## config.mk

```make
export PLATFORM = sky130hd
export DESIGN_NAME = fsr_flash_ctrl
export DESIGN_NICKNAME = d
export VERILOG_FILES = /design/src/pkg/fsr_pkg.sv /design/src/rtl/fsr_pin_sync.sv /design/src/rtl/fsr_flash_ctrl.sv
export SDC_FILE = /design/constraint.sdc
export NUM_CORES = 1
export LEC_CHECK = 0
export BUFFER_PORTS_ARGS = -buffer_cell sky130_fd_sc_hd__buf_4
export CAP_MARGIN = 10
export CORE_AREA = 8 8 146 148
export CTS_CLUSTER_SIZE = 20
export DETAILED_ROUTE_END_ITERATION = 8
export DIE_AREA = 0 0 154 156
export PLACE_DENSITY = 0.62
export SYNTH_ARGS = -nofsm -noshare
export SYNTH_HDL_FRONTEND = slang
export SYNTH_SLANG_ARGS = --single-unit
```

## constraint.sdc

```tcl
create_clock -name clk -period 8.5 [get_ports clk]
set_input_delay 1.7 -clock clk [delete_from_list [all_inputs] [get_ports clk]]
set_output_delay 1.7 -clock clk [all_outputs]
set_load 0.01 [all_outputs]
```

## src/pkg/fsr_pkg.sv

```systemverilog
package fsr_pkg;

   // Clock period of the system clock in nanoseconds.
   localparam int unsigned CLK_PERIOD_NS = 4;

   // Self-timed durations in nanoseconds; the cycle counts derive from them.
   localparam int unsigned SUSPEND_LATENCY_NS = 20000;
   localparam int unsigned PROGRAM_TIME_NS    = 400000;
   localparam int unsigned ERASE_TIME_NS      = 2000000;
   localparam int unsigned NV_WRITE_TIME_NS   = 100000;

   // Cycle counts, rounded up to whole cycles.
   localparam int unsigned SUS_CYC   = (SUSPEND_LATENCY_NS + CLK_PERIOD_NS - 1) / CLK_PERIOD_NS;
   localparam int unsigned PROG_CYC  = (PROGRAM_TIME_NS + CLK_PERIOD_NS - 1) / CLK_PERIOD_NS;
   localparam int unsigned ERASE_CYC = (ERASE_TIME_NS + CLK_PERIOD_NS - 1) / CLK_PERIOD_NS;
   localparam int unsigned NV_CYC    = (NV_WRITE_TIME_NS + CLK_PERIOD_NS - 1) / CLK_PERIOD_NS;

   // Width of the operation timers.
   localparam int unsigned TMR_W = 24;

   // Command opcodes.
   localparam logic [7:0] OP_SUSPEND   = 8'h75;
   localparam logic [7:0] OP_RESUME    = 8'h7A;
   localparam logic [7:0] OP_TERMINATE = 8'hF0;
   localparam logic [7:0] OP_RST_EN    = 8'h66;
   localparam logic [7:0] OP_RST_DEV   = 8'h99;
   localparam logic [7:0] OP_PD_EXIT   = 8'hAB;
   localparam logic [7:0] OP_PD_ENTER  = 8'hB9;
   localparam logic [7:0] OP_PROGRAM   = 8'h02;
   localparam logic [7:0] OP_ERASE     = 8'h20;
   localparam logic [7:0] OP_SR_WRITE  = 8'h01;
   localparam logic [7:0] OP_OTP_PROG  = 8'h9B;

   // Status field positions.
   localparam int unsigned SR2_ANY_SUSPEND_FLAG_BIT = 7;
   localparam int unsigned SR2_LOCK_LSB = 3;
   localparam int unsigned SR5_ES_BIT   = 3;
   localparam int unsigned SR5_PS_BIT   = 2;

   // Reset values.
   localparam logic [7:0] SR_RESET  = 8'h00;
   localparam logic [1:0] IO_SINGLE = 2'h0;

   // One-time-programmable register geometry.
   localparam int unsigned OTP_ADDR_W   = 9;
   localparam int unsigned OTP_LOCKS    = 3;
   localparam logic [6:0]  OTP_TOP_BYTE = 7'h7F;
   localparam logic [1:0]  OTP_FACTORY  = 2'h0;

   // Serial framing.
   localparam int unsigned BITCNT_W     = 12;
   localparam int unsigned ADDR_BYTES   = 3;
   localparam int unsigned ID_FIRST_BIT = 32;
   localparam int unsigned ID_LAST_BIT  = 40;

   // Chip-select reset pattern length; expected bit alternates 0,1,0,1.
   localparam logic [2:0] JEDEC_PULSES = 3'h4;

   // Identifier returned on power-down exit; the value is arbitrary.
   localparam logic [7:0] DEVICE_ID_DEF = 8'hA5;

   // Kind of self-timed operation.
   typedef enum logic [1:0] {
      FSR_OP_NONE,
      FSR_OP_PROG,
      FSR_OP_ERASE,
      FSR_OP_NV
   } fsr_op_t;

   // Engine state.
   typedef enum logic [1:0] {
      FSR_ST_IDLE,
      FSR_ST_RUN,
      FSR_ST_ANY_SUSPEND_FLAG
   } fsr_state_t;

endpackage

```

## src/rtl/fsr_pin_sync.sv

```systemverilog
module fsr_pin_sync #(
   parameter int unsigned W       = 1,
   parameter logic [W-1:0] RST_VAL = '0
) (
   // Clock and reset.
   input  wire logic         clk,
   input  wire logic         rst,
   // Asynchronous pins in.
   input  wire logic [W-1:0] d,
   // Synchronised level and its edges.
   output logic      [W-1:0] q,
   output logic      [W-1:0] rise,
   output logic      [W-1:0] fall
);

   logic [W-1:0] meta_q;  // First stage, read only by the second stage.
   logic [W-1:0] sync_q;  // Second stage, the usable level.
   logic [W-1:0] prev_q;  // Delayed copy for edge detection.

   // Three flops: two for metastability, one so edges look at clean levels only.
   always_ff @(posedge clk or posedge rst) begin
      if (rst) begin
         meta_q <= RST_VAL;
         sync_q <= RST_VAL;
         prev_q <= RST_VAL;
      end else begin
         meta_q <= d;
         sync_q <= meta_q;
         prev_q <= sync_q;
      end
   end

   assign q    = sync_q;
   assign rise = sync_q & ~prev_q;
   assign fall = ~sync_q & prev_q;

endmodule

```

## src/rtl/fsr_flash_ctrl.sv

```systemverilog
module fsr_flash_ctrl #(
   parameter int unsigned  SUS_CYCLES   = fsr_pkg::SUS_CYC,
   parameter int unsigned  PROG_CYCLES  = fsr_pkg::PROG_CYC,
   parameter int unsigned  ERASE_CYCLES = fsr_pkg::ERASE_CYC,
   parameter int unsigned  NV_CYCLES    = fsr_pkg::NV_CYC,
   parameter logic [7:0]   DEVICE_ID    = fsr_pkg::DEVICE_ID_DEF
) (
   // Clock and reset.
   input  wire logic       clk,
   input  wire logic       rst,
   // Serial pins from the host.
   input  wire logic       sck,
   input  wire logic       cs_n,
   input  wire logic       si,
   input  wire logic       reset_pin_n,
   // Serial output pin.
   output logic            so,
   output logic            so_oe,
   // Mode inputs from the surrounding device logic.
   input  wire logic       ultra_deep_sleep,
   input  wire logic       buf_updating,
   input  wire logic [1:0] io_mode_req,
   input  wire logic       io_mode_load,
   // Status outputs.
   output logic            busy,
   output logic            any_suspend_flag,
   output logic            erase_suspended_flag,
   output logic            program_suspended_flag,
   output logic [2:0]      otp_lock_flags,
   output logic [7:0]      status2,
   output logic [7:0]      status5,
   output logic            deep_sleep,
   output logic [1:0]      io_mode,
   output logic            vol_restore,
   output logic            buf_undefined
);
   import fsr_pkg::*;

   // Parameters that the timers cannot hold are refused.
   if (SUS_CYCLES < 1 || PROG_CYCLES < 1 || ERASE_CYCLES < 1 || NV_CYCLES < 1 ||
       SUS_CYCLES >= (1 << TMR_W) || PROG_CYCLES >= (1 << TMR_W) ||
       ERASE_CYCLES >= (1 << TMR_W) || NV_CYCLES >= (1 << TMR_W)) begin : g_chk
      $error("fsr_flash_ctrl: cycle parameter out of range");
   end

   localparam logic [TMR_W-1:0] SUS_LD   = TMR_W'(SUS_CYCLES - 1);
   localparam logic [TMR_W-1:0] PROG_LD  = TMR_W'(PROG_CYCLES - 1);
   localparam logic [TMR_W-1:0] ERASE_LD = TMR_W'(ERASE_CYCLES - 1);
   localparam logic [TMR_W-1:0] NV_LD    = TMR_W'(NV_CYCLES - 1);

   // Synchronised pins: bit 3 sck, 2 cs_n, 1 si, 0 reset pin.
   logic [3:0] pin_q;
   logic [3:0] pin_rise;
   logic [3:0] pin_fall;

   fsr_pin_sync #(.W(4), .RST_VAL(4'h5)) u_sync (
      .clk  (clk),
      .rst  (rst),
      .d    ({sck, cs_n, si, reset_pin_n}),
      .q    (pin_q),
      .rise (pin_rise),
      .fall (pin_fall)
   );

   wire sck_rise = pin_rise[3];
   wire sck_edge = pin_rise[3] | pin_fall[3];
   wire sck_fall = pin_fall[3];
   wire cs_low   = ~pin_q[2];
   wire cs_rise  = pin_rise[2];
   wire cs_fall  = pin_fall[2];
   wire si_q     = pin_q[1];
   wire pin_low  = ~pin_q[0];

   // Serial framing state.
   logic [BITCNT_W-1:0]   bit_cnt_q;   // Rising clock edges seen in this selection.
   logic [7:0]            shift_q;     // Incoming byte.
   logic [7:0]            opcode_q;    // First byte of the frame.
   logic [OTP_ADDR_W-1:0] addr_q;      // Low address bits of the frame.
   logic [OTP_LOCKS-1:0]  lock_pend_q; // User OTP top bytes written in this frame.
   logic [7:0]            id_sr_q;     // Identifier shifter.
   logic                  rst_en_q;    // Reset-enable armed.
   logic [2:0]            jseq_q;      // Chip-select reset pulses matched.

   wire [7:0]          new_byte = {shift_q[6:0], si_q};
   wire                byte_done = sck_rise & cs_low & (bit_cnt_q[2:0] == 3'h7);
   wire [BITCNT_W-4:0] byte_num  = bit_cnt_q[BITCNT_W-1:3];
   wire                bit_sat   = &bit_cnt_q;

   // OTP byte address of the data byte being finished; bytes stream upward.
   wire [OTP_ADDR_W-1:0] otp_a = addr_q + OTP_ADDR_W'(byte_num - ADDR_BYTES - 1);
   wire otp_top = (opcode_q == OP_OTP_PROG) && (byte_num > ADDR_BYTES) &&
                  (otp_a[6:0] == OTP_TOP_BYTE) && (otp_a[8:7] != OTP_FACTORY);

   // Whole bytes only; a release mid-byte drops the command.
   wire aligned = (bit_cnt_q[2:0] == 3'h0) && (bit_cnt_q != '0);
   wire exec    = cs_rise & aligned;

   // Command decode, valid in the exec cycle.
   wire c_sus  = exec & (opcode_q == OP_SUSPEND) & ~deep_sleep;
   wire c_res  = exec & (opcode_q == OP_RESUME) & ~deep_sleep;
   wire c_term = exec & (opcode_q == OP_TERMINATE) & ~deep_sleep;
   wire c_prog = exec & (opcode_q == OP_PROGRAM) & ~deep_sleep;
   wire c_ers  = exec & (opcode_q == OP_ERASE) & ~deep_sleep;
   wire c_sr   = exec & (opcode_q == OP_SR_WRITE) & ~deep_sleep;
   wire c_otp  = exec & (opcode_q == OP_OTP_PROG) & ~deep_sleep;
   wire c_pdin = exec & (opcode_q == OP_PD_ENTER);
   wire c_pdex = exec & (opcode_q == OP_PD_EXIT);
   wire c_sw   = exec & (opcode_q == OP_RST_DEV) & rst_en_q;

   // Identifier goes out on the falling edges of clocks 32 to 39.
   wire id_win = cs_low && (opcode_q == OP_PD_EXIT) &&
                 (bit_cnt_q >= BITCNT_W'(ID_FIRST_BIT)) &&
                 (bit_cnt_q < BITCNT_W'(ID_LAST_BIT));
   wire id_ld  = sck_fall && id_win && (bit_cnt_q == BITCNT_W'(ID_FIRST_BIT));

   // Chip-select reset: expected bit alternates starting from zero.
   wire j_hit  = cs_rise & ~sck_edge & (si_q == jseq_q[0]);
   wire jedec  = j_hit & (jseq_q == JEDEC_PULSES - 3'h1);

   // Bit counter, byte shifter and frame capture.
   always_ff @(posedge clk or posedge rst) begin
      if (rst) begin
         bit_cnt_q <= '0;
         shift_q   <= 8'h00;
         opcode_q  <= 8'h00;
         addr_q    <= '0;
      end else if (cs_fall) begin
         bit_cnt_q <= '0;
      end else if (sck_rise && cs_low) begin
         // Saturate so a very long frame never looks aligned by wrapping.
         bit_cnt_q <= bit_sat ? bit_cnt_q : bit_cnt_q + BITCNT_W'(1);
         shift_q   <= new_byte;
         if (byte_done && byte_num == '0) begin
            opcode_q <= new_byte;
         end
         if (byte_done && byte_num != '0 && byte_num <= ADDR_BYTES) begin
            addr_q <= {addr_q[0], new_byte};
         end
      end
   end

   // Lock marks for OTP top bytes, gathered per frame.
   always_ff @(posedge clk or posedge rst) begin
      if (rst) begin
         lock_pend_q <= '0;
      end else if (cs_fall) begin
         lock_pend_q <= '0;
      end else if (byte_done && otp_top) begin
         lock_pend_q[otp_a[8:7] - 2'h1] <= 1'b1;
      end
   end

   // Identifier shift and output enable on the serial output pin.
   always_ff @(posedge clk or posedge rst) begin
      if (rst) begin
         id_sr_q <= 8'h00;
         so      <= 1'b0;
         so_oe   <= 1'b0;
      end else if (!cs_low) begin
         so_oe <= 1'b0;
      end else if (sck_fall && id_win) begin
         so      <= id_ld ? DEVICE_ID[7] : id_sr_q[7];
         id_sr_q <= id_ld ? {DEVICE_ID[6:0], 1'b0} : {id_sr_q[6:0], 1'b0};
         so_oe   <= 1'b1;
      end else if (sck_fall) begin
         so_oe <= 1'b0;
      end
   end

   // Reset-enable arming and the chip-select reset pattern.
   always_ff @(posedge clk or posedge rst) begin
      if (rst) begin
         rst_en_q <= 1'b0;
         jseq_q   <= 3'h0;
      end else begin
         if (exec) begin
            rst_en_q <= (opcode_q == OP_RST_EN);
         end
         if (sck_edge || jedec) begin
            jseq_q <= 3'h0;
         end else if (cs_rise) begin
            // A mismatch that is itself a zero may open a new pattern.
            jseq_q <= j_hit ? jseq_q + 3'h1 : {2'b00, ~si_q};
         end
      end
   end

   // Operation engine state.
   fsr_state_t            st_q, st_d;
   fsr_op_t               op_q, op_d;
   logic [TMR_W-1:0]      tmr_q, tmr_d;       // Remaining run or suspend time.
   logic [TMR_W-1:0]      psave_q, psave_d;   // Saved program progress.
   logic [TMR_W-1:0]      esave_q, esave_d;   // Saved erase progress.
   logic                  es_d, ps_d;
   logic [OTP_LOCKS-1:0]  nvlock_q, nvlock_d; // Locks to set when the OTP write ends.
   logic [OTP_LOCKS-1:0]  locks_d;
   logic                  rst_pend_q;

   // Protected writes hold off every reset and ignore terminate.
   wire nv_busy   = (st_q != FSR_ST_IDLE) && (op_q == FSR_OP_NV);
   wire rst_req   = c_sw | jedec | pin_low;
   wire do_reset  = (rst_req | rst_pend_q) & ~nv_busy;
   wire tmr_zero  = (tmr_q == '0);

   // Next state of the engine; reset wins, then terminate, suspend, resume, start.
   always_comb begin
      st_d     = st_q;
      op_d     = op_q;
      tmr_d    = tmr_zero ? tmr_q : tmr_q - TMR_W'(1);
      psave_d  = psave_q;
      esave_d  = esave_q;
      es_d     = erase_suspended_flag;
      ps_d     = program_suspended_flag;
      nvlock_d = nvlock_q;
      locks_d  = otp_lock_flags;
      if (do_reset) begin
         st_d = FSR_ST_IDLE;
         op_d = FSR_OP_NONE;
         es_d = 1'b0;
         ps_d = 1'b0;
      end else begin
         case (st_q)
            FSR_ST_IDLE: begin
               if (c_res && ps_d) begin
                  // Inner program resumes before the outer erase.
                  st_d  = FSR_ST_RUN;
                  op_d  = FSR_OP_PROG;
                  tmr_d = psave_q;
               end else if (c_res && es_d) begin
                  st_d  = FSR_ST_RUN;
                  op_d  = FSR_OP_ERASE;
                  tmr_d = esave_q;
               end else if (c_prog && !ps_d) begin
                  st_d  = FSR_ST_RUN;
                  op_d  = FSR_OP_PROG;
                  tmr_d = PROG_LD;
               end else if (c_ers && !es_d && !ps_d) begin
                  st_d  = FSR_ST_RUN;
                  op_d  = FSR_OP_ERASE;
                  tmr_d = ERASE_LD;
               end else if (c_sr || c_otp) begin
                  st_d     = FSR_ST_RUN;
                  op_d     = FSR_OP_NV;
                  tmr_d    = NV_LD;
                  nvlock_d = c_otp ? lock_pend_q : '0;
               end
            end
            FSR_ST_RUN: begin
               if (c_term && op_q != FSR_OP_NV) begin
                  // A terminated resumed operation gives up its suspension too.
                  st_d = FSR_ST_IDLE;
                  op_d = FSR_OP_NONE;
                  if (op_q == FSR_OP_PROG) begin
                     ps_d = 1'b0;
                  end else begin
                     es_d = 1'b0;
                  end
               end else if (c_sus && op_q != FSR_OP_NV) begin
                  // Progress is banked now; the flag waits for the latency.
                  st_d = FSR_ST_ANY_SUSPEND_FLAG;
                  tmr_d = SUS_LD;
                  if (op_q == FSR_OP_PROG) begin
                     psave_d = tmr_q;
                  end else begin
                     esave_d = tmr_q;
                  end
               end else if (tmr_zero) begin
                  st_d = FSR_ST_IDLE;
                  op_d = FSR_OP_NONE;
                  if (op_q == FSR_OP_PROG) begin
                     ps_d = 1'b0;
                  end else if (op_q == FSR_OP_ERASE) begin
                     es_d = 1'b0;
                  end else begin
                     locks_d = otp_lock_flags | nvlock_q;
                  end
               end
            end
            FSR_ST_ANY_SUSPEND_FLAG: begin
               if (c_term) begin
                  // Terminate before the wind-down ends cancels the operation.
                  st_d = FSR_ST_IDLE;
                  op_d = FSR_OP_NONE;
                  ps_d = (op_q == FSR_OP_PROG) ? 1'b0 : ps_d;
                  es_d = (op_q == FSR_OP_ERASE) ? 1'b0 : es_d;
               end else if (tmr_zero) begin
                  st_d = FSR_ST_IDLE;
                  op_d = FSR_OP_NONE;
                  ps_d = (op_q == FSR_OP_PROG) ? 1'b1 : ps_d;
                  es_d = (op_q == FSR_OP_ERASE) ? 1'b1 : es_d;
               end
            end
            default: begin
               st_d = FSR_ST_IDLE;
               op_d = FSR_OP_NONE;
            end
         endcase
      end
   end

   // Engine registers and the flags derived from their next values.
   always_ff @(posedge clk or posedge rst) begin
      if (rst) begin
         st_q                   <= FSR_ST_IDLE;
         op_q                   <= FSR_OP_NONE;
         tmr_q                  <= '0;
         psave_q                <= '0;
         esave_q                <= '0;
         nvlock_q               <= '0;
         busy                   <= 1'b0;
         erase_suspended_flag   <= 1'b0;
         program_suspended_flag <= 1'b0;
         any_suspend_flag       <= 1'b0;
         otp_lock_flags         <= '0;
         status2                <= SR_RESET;
         status5                <= SR_RESET;
      end else begin
         st_q                   <= st_d;
         op_q                   <= op_d;
         tmr_q                  <= tmr_d;
         psave_q                <= psave_d;
         esave_q                <= esave_d;
         nvlock_q               <= nvlock_d;
         busy                   <= (st_d != FSR_ST_IDLE);
         erase_suspended_flag   <= es_d;
         program_suspended_flag <= ps_d;
         any_suspend_flag       <= es_d | ps_d;
         otp_lock_flags         <= locks_d;
         status2                <= SR_RESET;
         status2[SR2_ANY_SUSPEND_FLAG_BIT]  <= es_d | ps_d;
         status2[SR2_LOCK_LSB +: OTP_LOCKS] <= locks_d;
         status5                <= SR_RESET;
         status5[SR5_ES_BIT]    <= es_d;
         status5[SR5_PS_BIT]    <= ps_d;
      end
   end

   // Deferred reset, power-down, interface mode and buffer validity.
   always_ff @(posedge clk or posedge rst) begin
      if (rst) begin
         rst_pend_q    <= 1'b0;
         deep_sleep    <= 1'b0;
         io_mode       <= IO_SINGLE;
         vol_restore   <= 1'b0;
         buf_undefined <= 1'b0;
      end else begin
         vol_restore <= do_reset;
         if (do_reset) begin
            rst_pend_q    <= 1'b0;
            deep_sleep    <= 1'b0;
            io_mode       <= IO_SINGLE;
            // Contents survive unless power was cut or an update was cut short.
            buf_undefined <= ultra_deep_sleep | buf_updating;
         end else begin
            if (rst_req && nv_busy) begin
               rst_pend_q <= 1'b1;
            end
            if (c_pdex) begin
               deep_sleep <= 1'b0;
            end else if (c_pdin && st_q == FSR_ST_IDLE) begin
               deep_sleep <= 1'b1;
            end
            if (io_mode_load) begin
               io_mode <= io_mode_req;
            end
         end
      end
   end

endmodule

```

==> out/metrics.cfg <==
[outcome]
status=completed

[cts]
root_buffer=clkbuf_16
cts_tree=built
cts_max_path_buffers=2
htreeDepth=4
cts_buffers=17
clk_latency_ns=0.43
clk_pin_slew_ns=0.06
post_cts_resized=0
cts_num_sinks=154
postCtsSetupBuffers=0
postCtsHoldBufs=0

[pwr]
vdd_ir_drop_max_mv=0.139
power_density_nw_per_um2=178
power_w=0.00168
power_leakage_nw=4.47

[floorplanning]
core_um2=19100
dieArea_um2=24000
io_pins=41
rows=51
die_x_um=154
start_util_pct=44.0
die_h_um=156

[grt]
gr-usage-all-layers_pct=17.6
grt_pass1_vias=6141
overflow=0
grt_pass1_wl_um=33900
grt_max_degree=95
antenna_found_initial=0

[synth]
synthArstFlopShare_pct=100
synth_edf_count=0
synth_top_flop_cell=dfrtp_1
syn_inst=824
synth_area_um2=8400
yosysUniqueCellTypes=79
postSynthAreaPerCell_um2=10.2
yosysSeqAreaShare_pct=46.0
ys_warn_count=0
synth_seq_cells=154

[worst_setup_path]
reg2reg_slack_ns=4.96
cp.required_ns=8.81
path_max_fanout=24
critPathArrivalTime_ns=3.85
worstSetupEndpointType=flip-flop
cp-startpoint=bit_cnt_q[0]
reg2reg_from=bit_cnt_q[0]
path_class=reg -> reg
critical_path_buf_inv_count=3
max_stage_delay_ns=0.74
critical-path-slowest-cell=nor4_1
crit_chain=inv_1 -> ha_1 -> and4bb_2 -> o31ai_1 -> buf_4 -> nor4_1 -> nand2_1 -> nor3b_4 -> buf_4 -> mux2_2
cpMostUsedCell=buf_4
crit_family=simple AND/OR/NAND/NOR gates
cp-start-kind=flip-flop

[routing]
ant_nets=0
dr.pass1.iters=5
via_per_inst=5.73
wl_per_cell_um=18.5
finalWirelength_um=20300
dr.first_iter.drc_count=509
drc=0
num_vias=6282

[sta]
period_share_pct=41.6
whs_ns=0.349
slew_headroom_pct=40.2
drv_slew=0
skew_ns=0.00978
hold_viol=0
finalSetupTns_ns=0
grt_setup_unrepaired=no
report.final.setup_viol=0
worst_slew_pin_slew_ns=0.895
period_minus_slack_ns=3.54
fmax_mhz=283

[finish]
nFillCells=1762
synthToLayoutAreaGrowth_pct=12.3
fin_nets=885
drive_gt1_share_pct=17.8
final_common_cell=dfrtp_1
final_cell_mix=149 x dfrtp_1, 62 x nor2_1, 61 x mux2_2
antennaDiodeCount=0

[flow_run]
maxCapViolations=0

[hold_path]
min_from=u_sync.meta_q[1]
hold_path.class=reg -> reg

[placement]
gp_congestion=0.831
io_buffers=30
dp_hpwl_um=14100

==> flip-flops by register name, summed over array words and instances (netlist names), 3 cells and up <==
signal,count
addr_q,9
tmr_q,24
u_sync.meta_q,4
id_sr_q,7
u_sync.q,4
shift_q,7
lock_pend_q,3
esave_q,24
bit_cnt_q,12
jseq_q,3
psave_q,24
nvlock_q,3
opcode_q,8
==> Yosys cell counts, drive strengths merged (9+ instances only) <==
| cell | count | area [um2] |
|---|---|---|
| a21oi | 40 | 200 |
| buf | 25 | 170 |
| clkbuf | 17 | 65.1 |
| dfrtp | 149 | 3730 |
| ha | 27 | 338 |
| inv | 45 | 169 |
| mux2 | 72 | 811 |
| nand2 | 54 | 203 |
| nand3 | 19 | 95.1 |
| nand4 | 10 | 62.6 |
| nor2 | 63 | 239 |
| nor2b | 9 | 56.3 |
| nor3 | 27 | 145 |
| nor4 | 14 | 109 |
| o21ai | 55 | 275 |
| o22ai | 11 | 68.8 |
| or4 | 10 | 78.8 |
| xnor2 | 18 | 158 |
| xor2 | 12 | 105 |
==> layout make-up <==
type | instances | area, um2 | area share [%]
multi-input cells | 592 | 4180 | 44.3
well taps | 238 | 298 | 3.16
clock inverters | 11 | 195 | 2.07
inverters | 45 | 174 | 1.84
flip-flops and latches | 154 | 3860 | 40.9
repair buffers | 36 | 270 | 2.87
clock buffers | 21 | 450 | 4.78
==> worst paths after layout <==
check                         endpoint  depth (start not counted)
max                        psave_q[22]                         10
min                        u_sync.q[1]                          0
max reg2reg                psave_q[22]                         10
min reg2reg                u_sync.q[1]                          0
max in group asynchronous     tmr_q[5]                          3
min in group asynchronous   psave_q[7]                          2
==> metal layers <==
layer	wire length (um)	global-route usage, %	up-vias
met5	0	0	-
met4	280	5.46	0
met3	750	3.10	20
met2	9550	28.1	115
met1	9740	24.0	3124
li1	-	-	3023
==> where the power goes <==
group          internal [W]  switching (W)
sequential         0.000749      0.0000155
combinational     0.0000305      0.0000505
clock              0.000530       0.000306
==> worst reg2reg max path: stages, from the launching register on <==
cell and delay [ns]:
dfrtp_1 0.42, inv_1 0.10, ha_1 0.19, and4bb_2 0.30, o31ai_1 0.09, buf_4 0.19
nor4_1 0.74, nand2_1 0.36, nor3b_4 0.24, buf_4 0.38, mux2_2 0.40
==> per-stage QoR <==
step / instances / cell area, um2 / setup WS [ns] / util [%]
final: 1097 / 9430 / 4.96 / 49.4
after global routing: 1097 / 9430 / 4.80 / 49.4
after CTS: 1097 / 9430 / 5.03 / 49.4
after detailed placement: 1065 / 8780 / 5.05 / 46.0
after global placement: 1065 / 8780 / 5.10 / 46.0
after floorplan: 833 / 8430 / 2.66 / -
==> kinds of logic (layout without fill, tap and decap cells) <==
kind of cell / Yosys count / after routing / share of synthesized area [%]
other: 1 / 10 / 0.0447
flip-flops: 154 / 154 / 46.0
buffers and inverters: 87 / 113 / 4.81
XOR/XNOR: 30 / 30 / 3.13
AO/OA/AOI/OAI: 184 / 184 / 14.5
AND/OR/NAND/NOR: 263 / 263 / 17.1
multiplexers: 77 / 77 / 10.3
adder cells (fa/ha/maj): 28 / 28 / 4.26
Power figures use the tool's default switching activity.
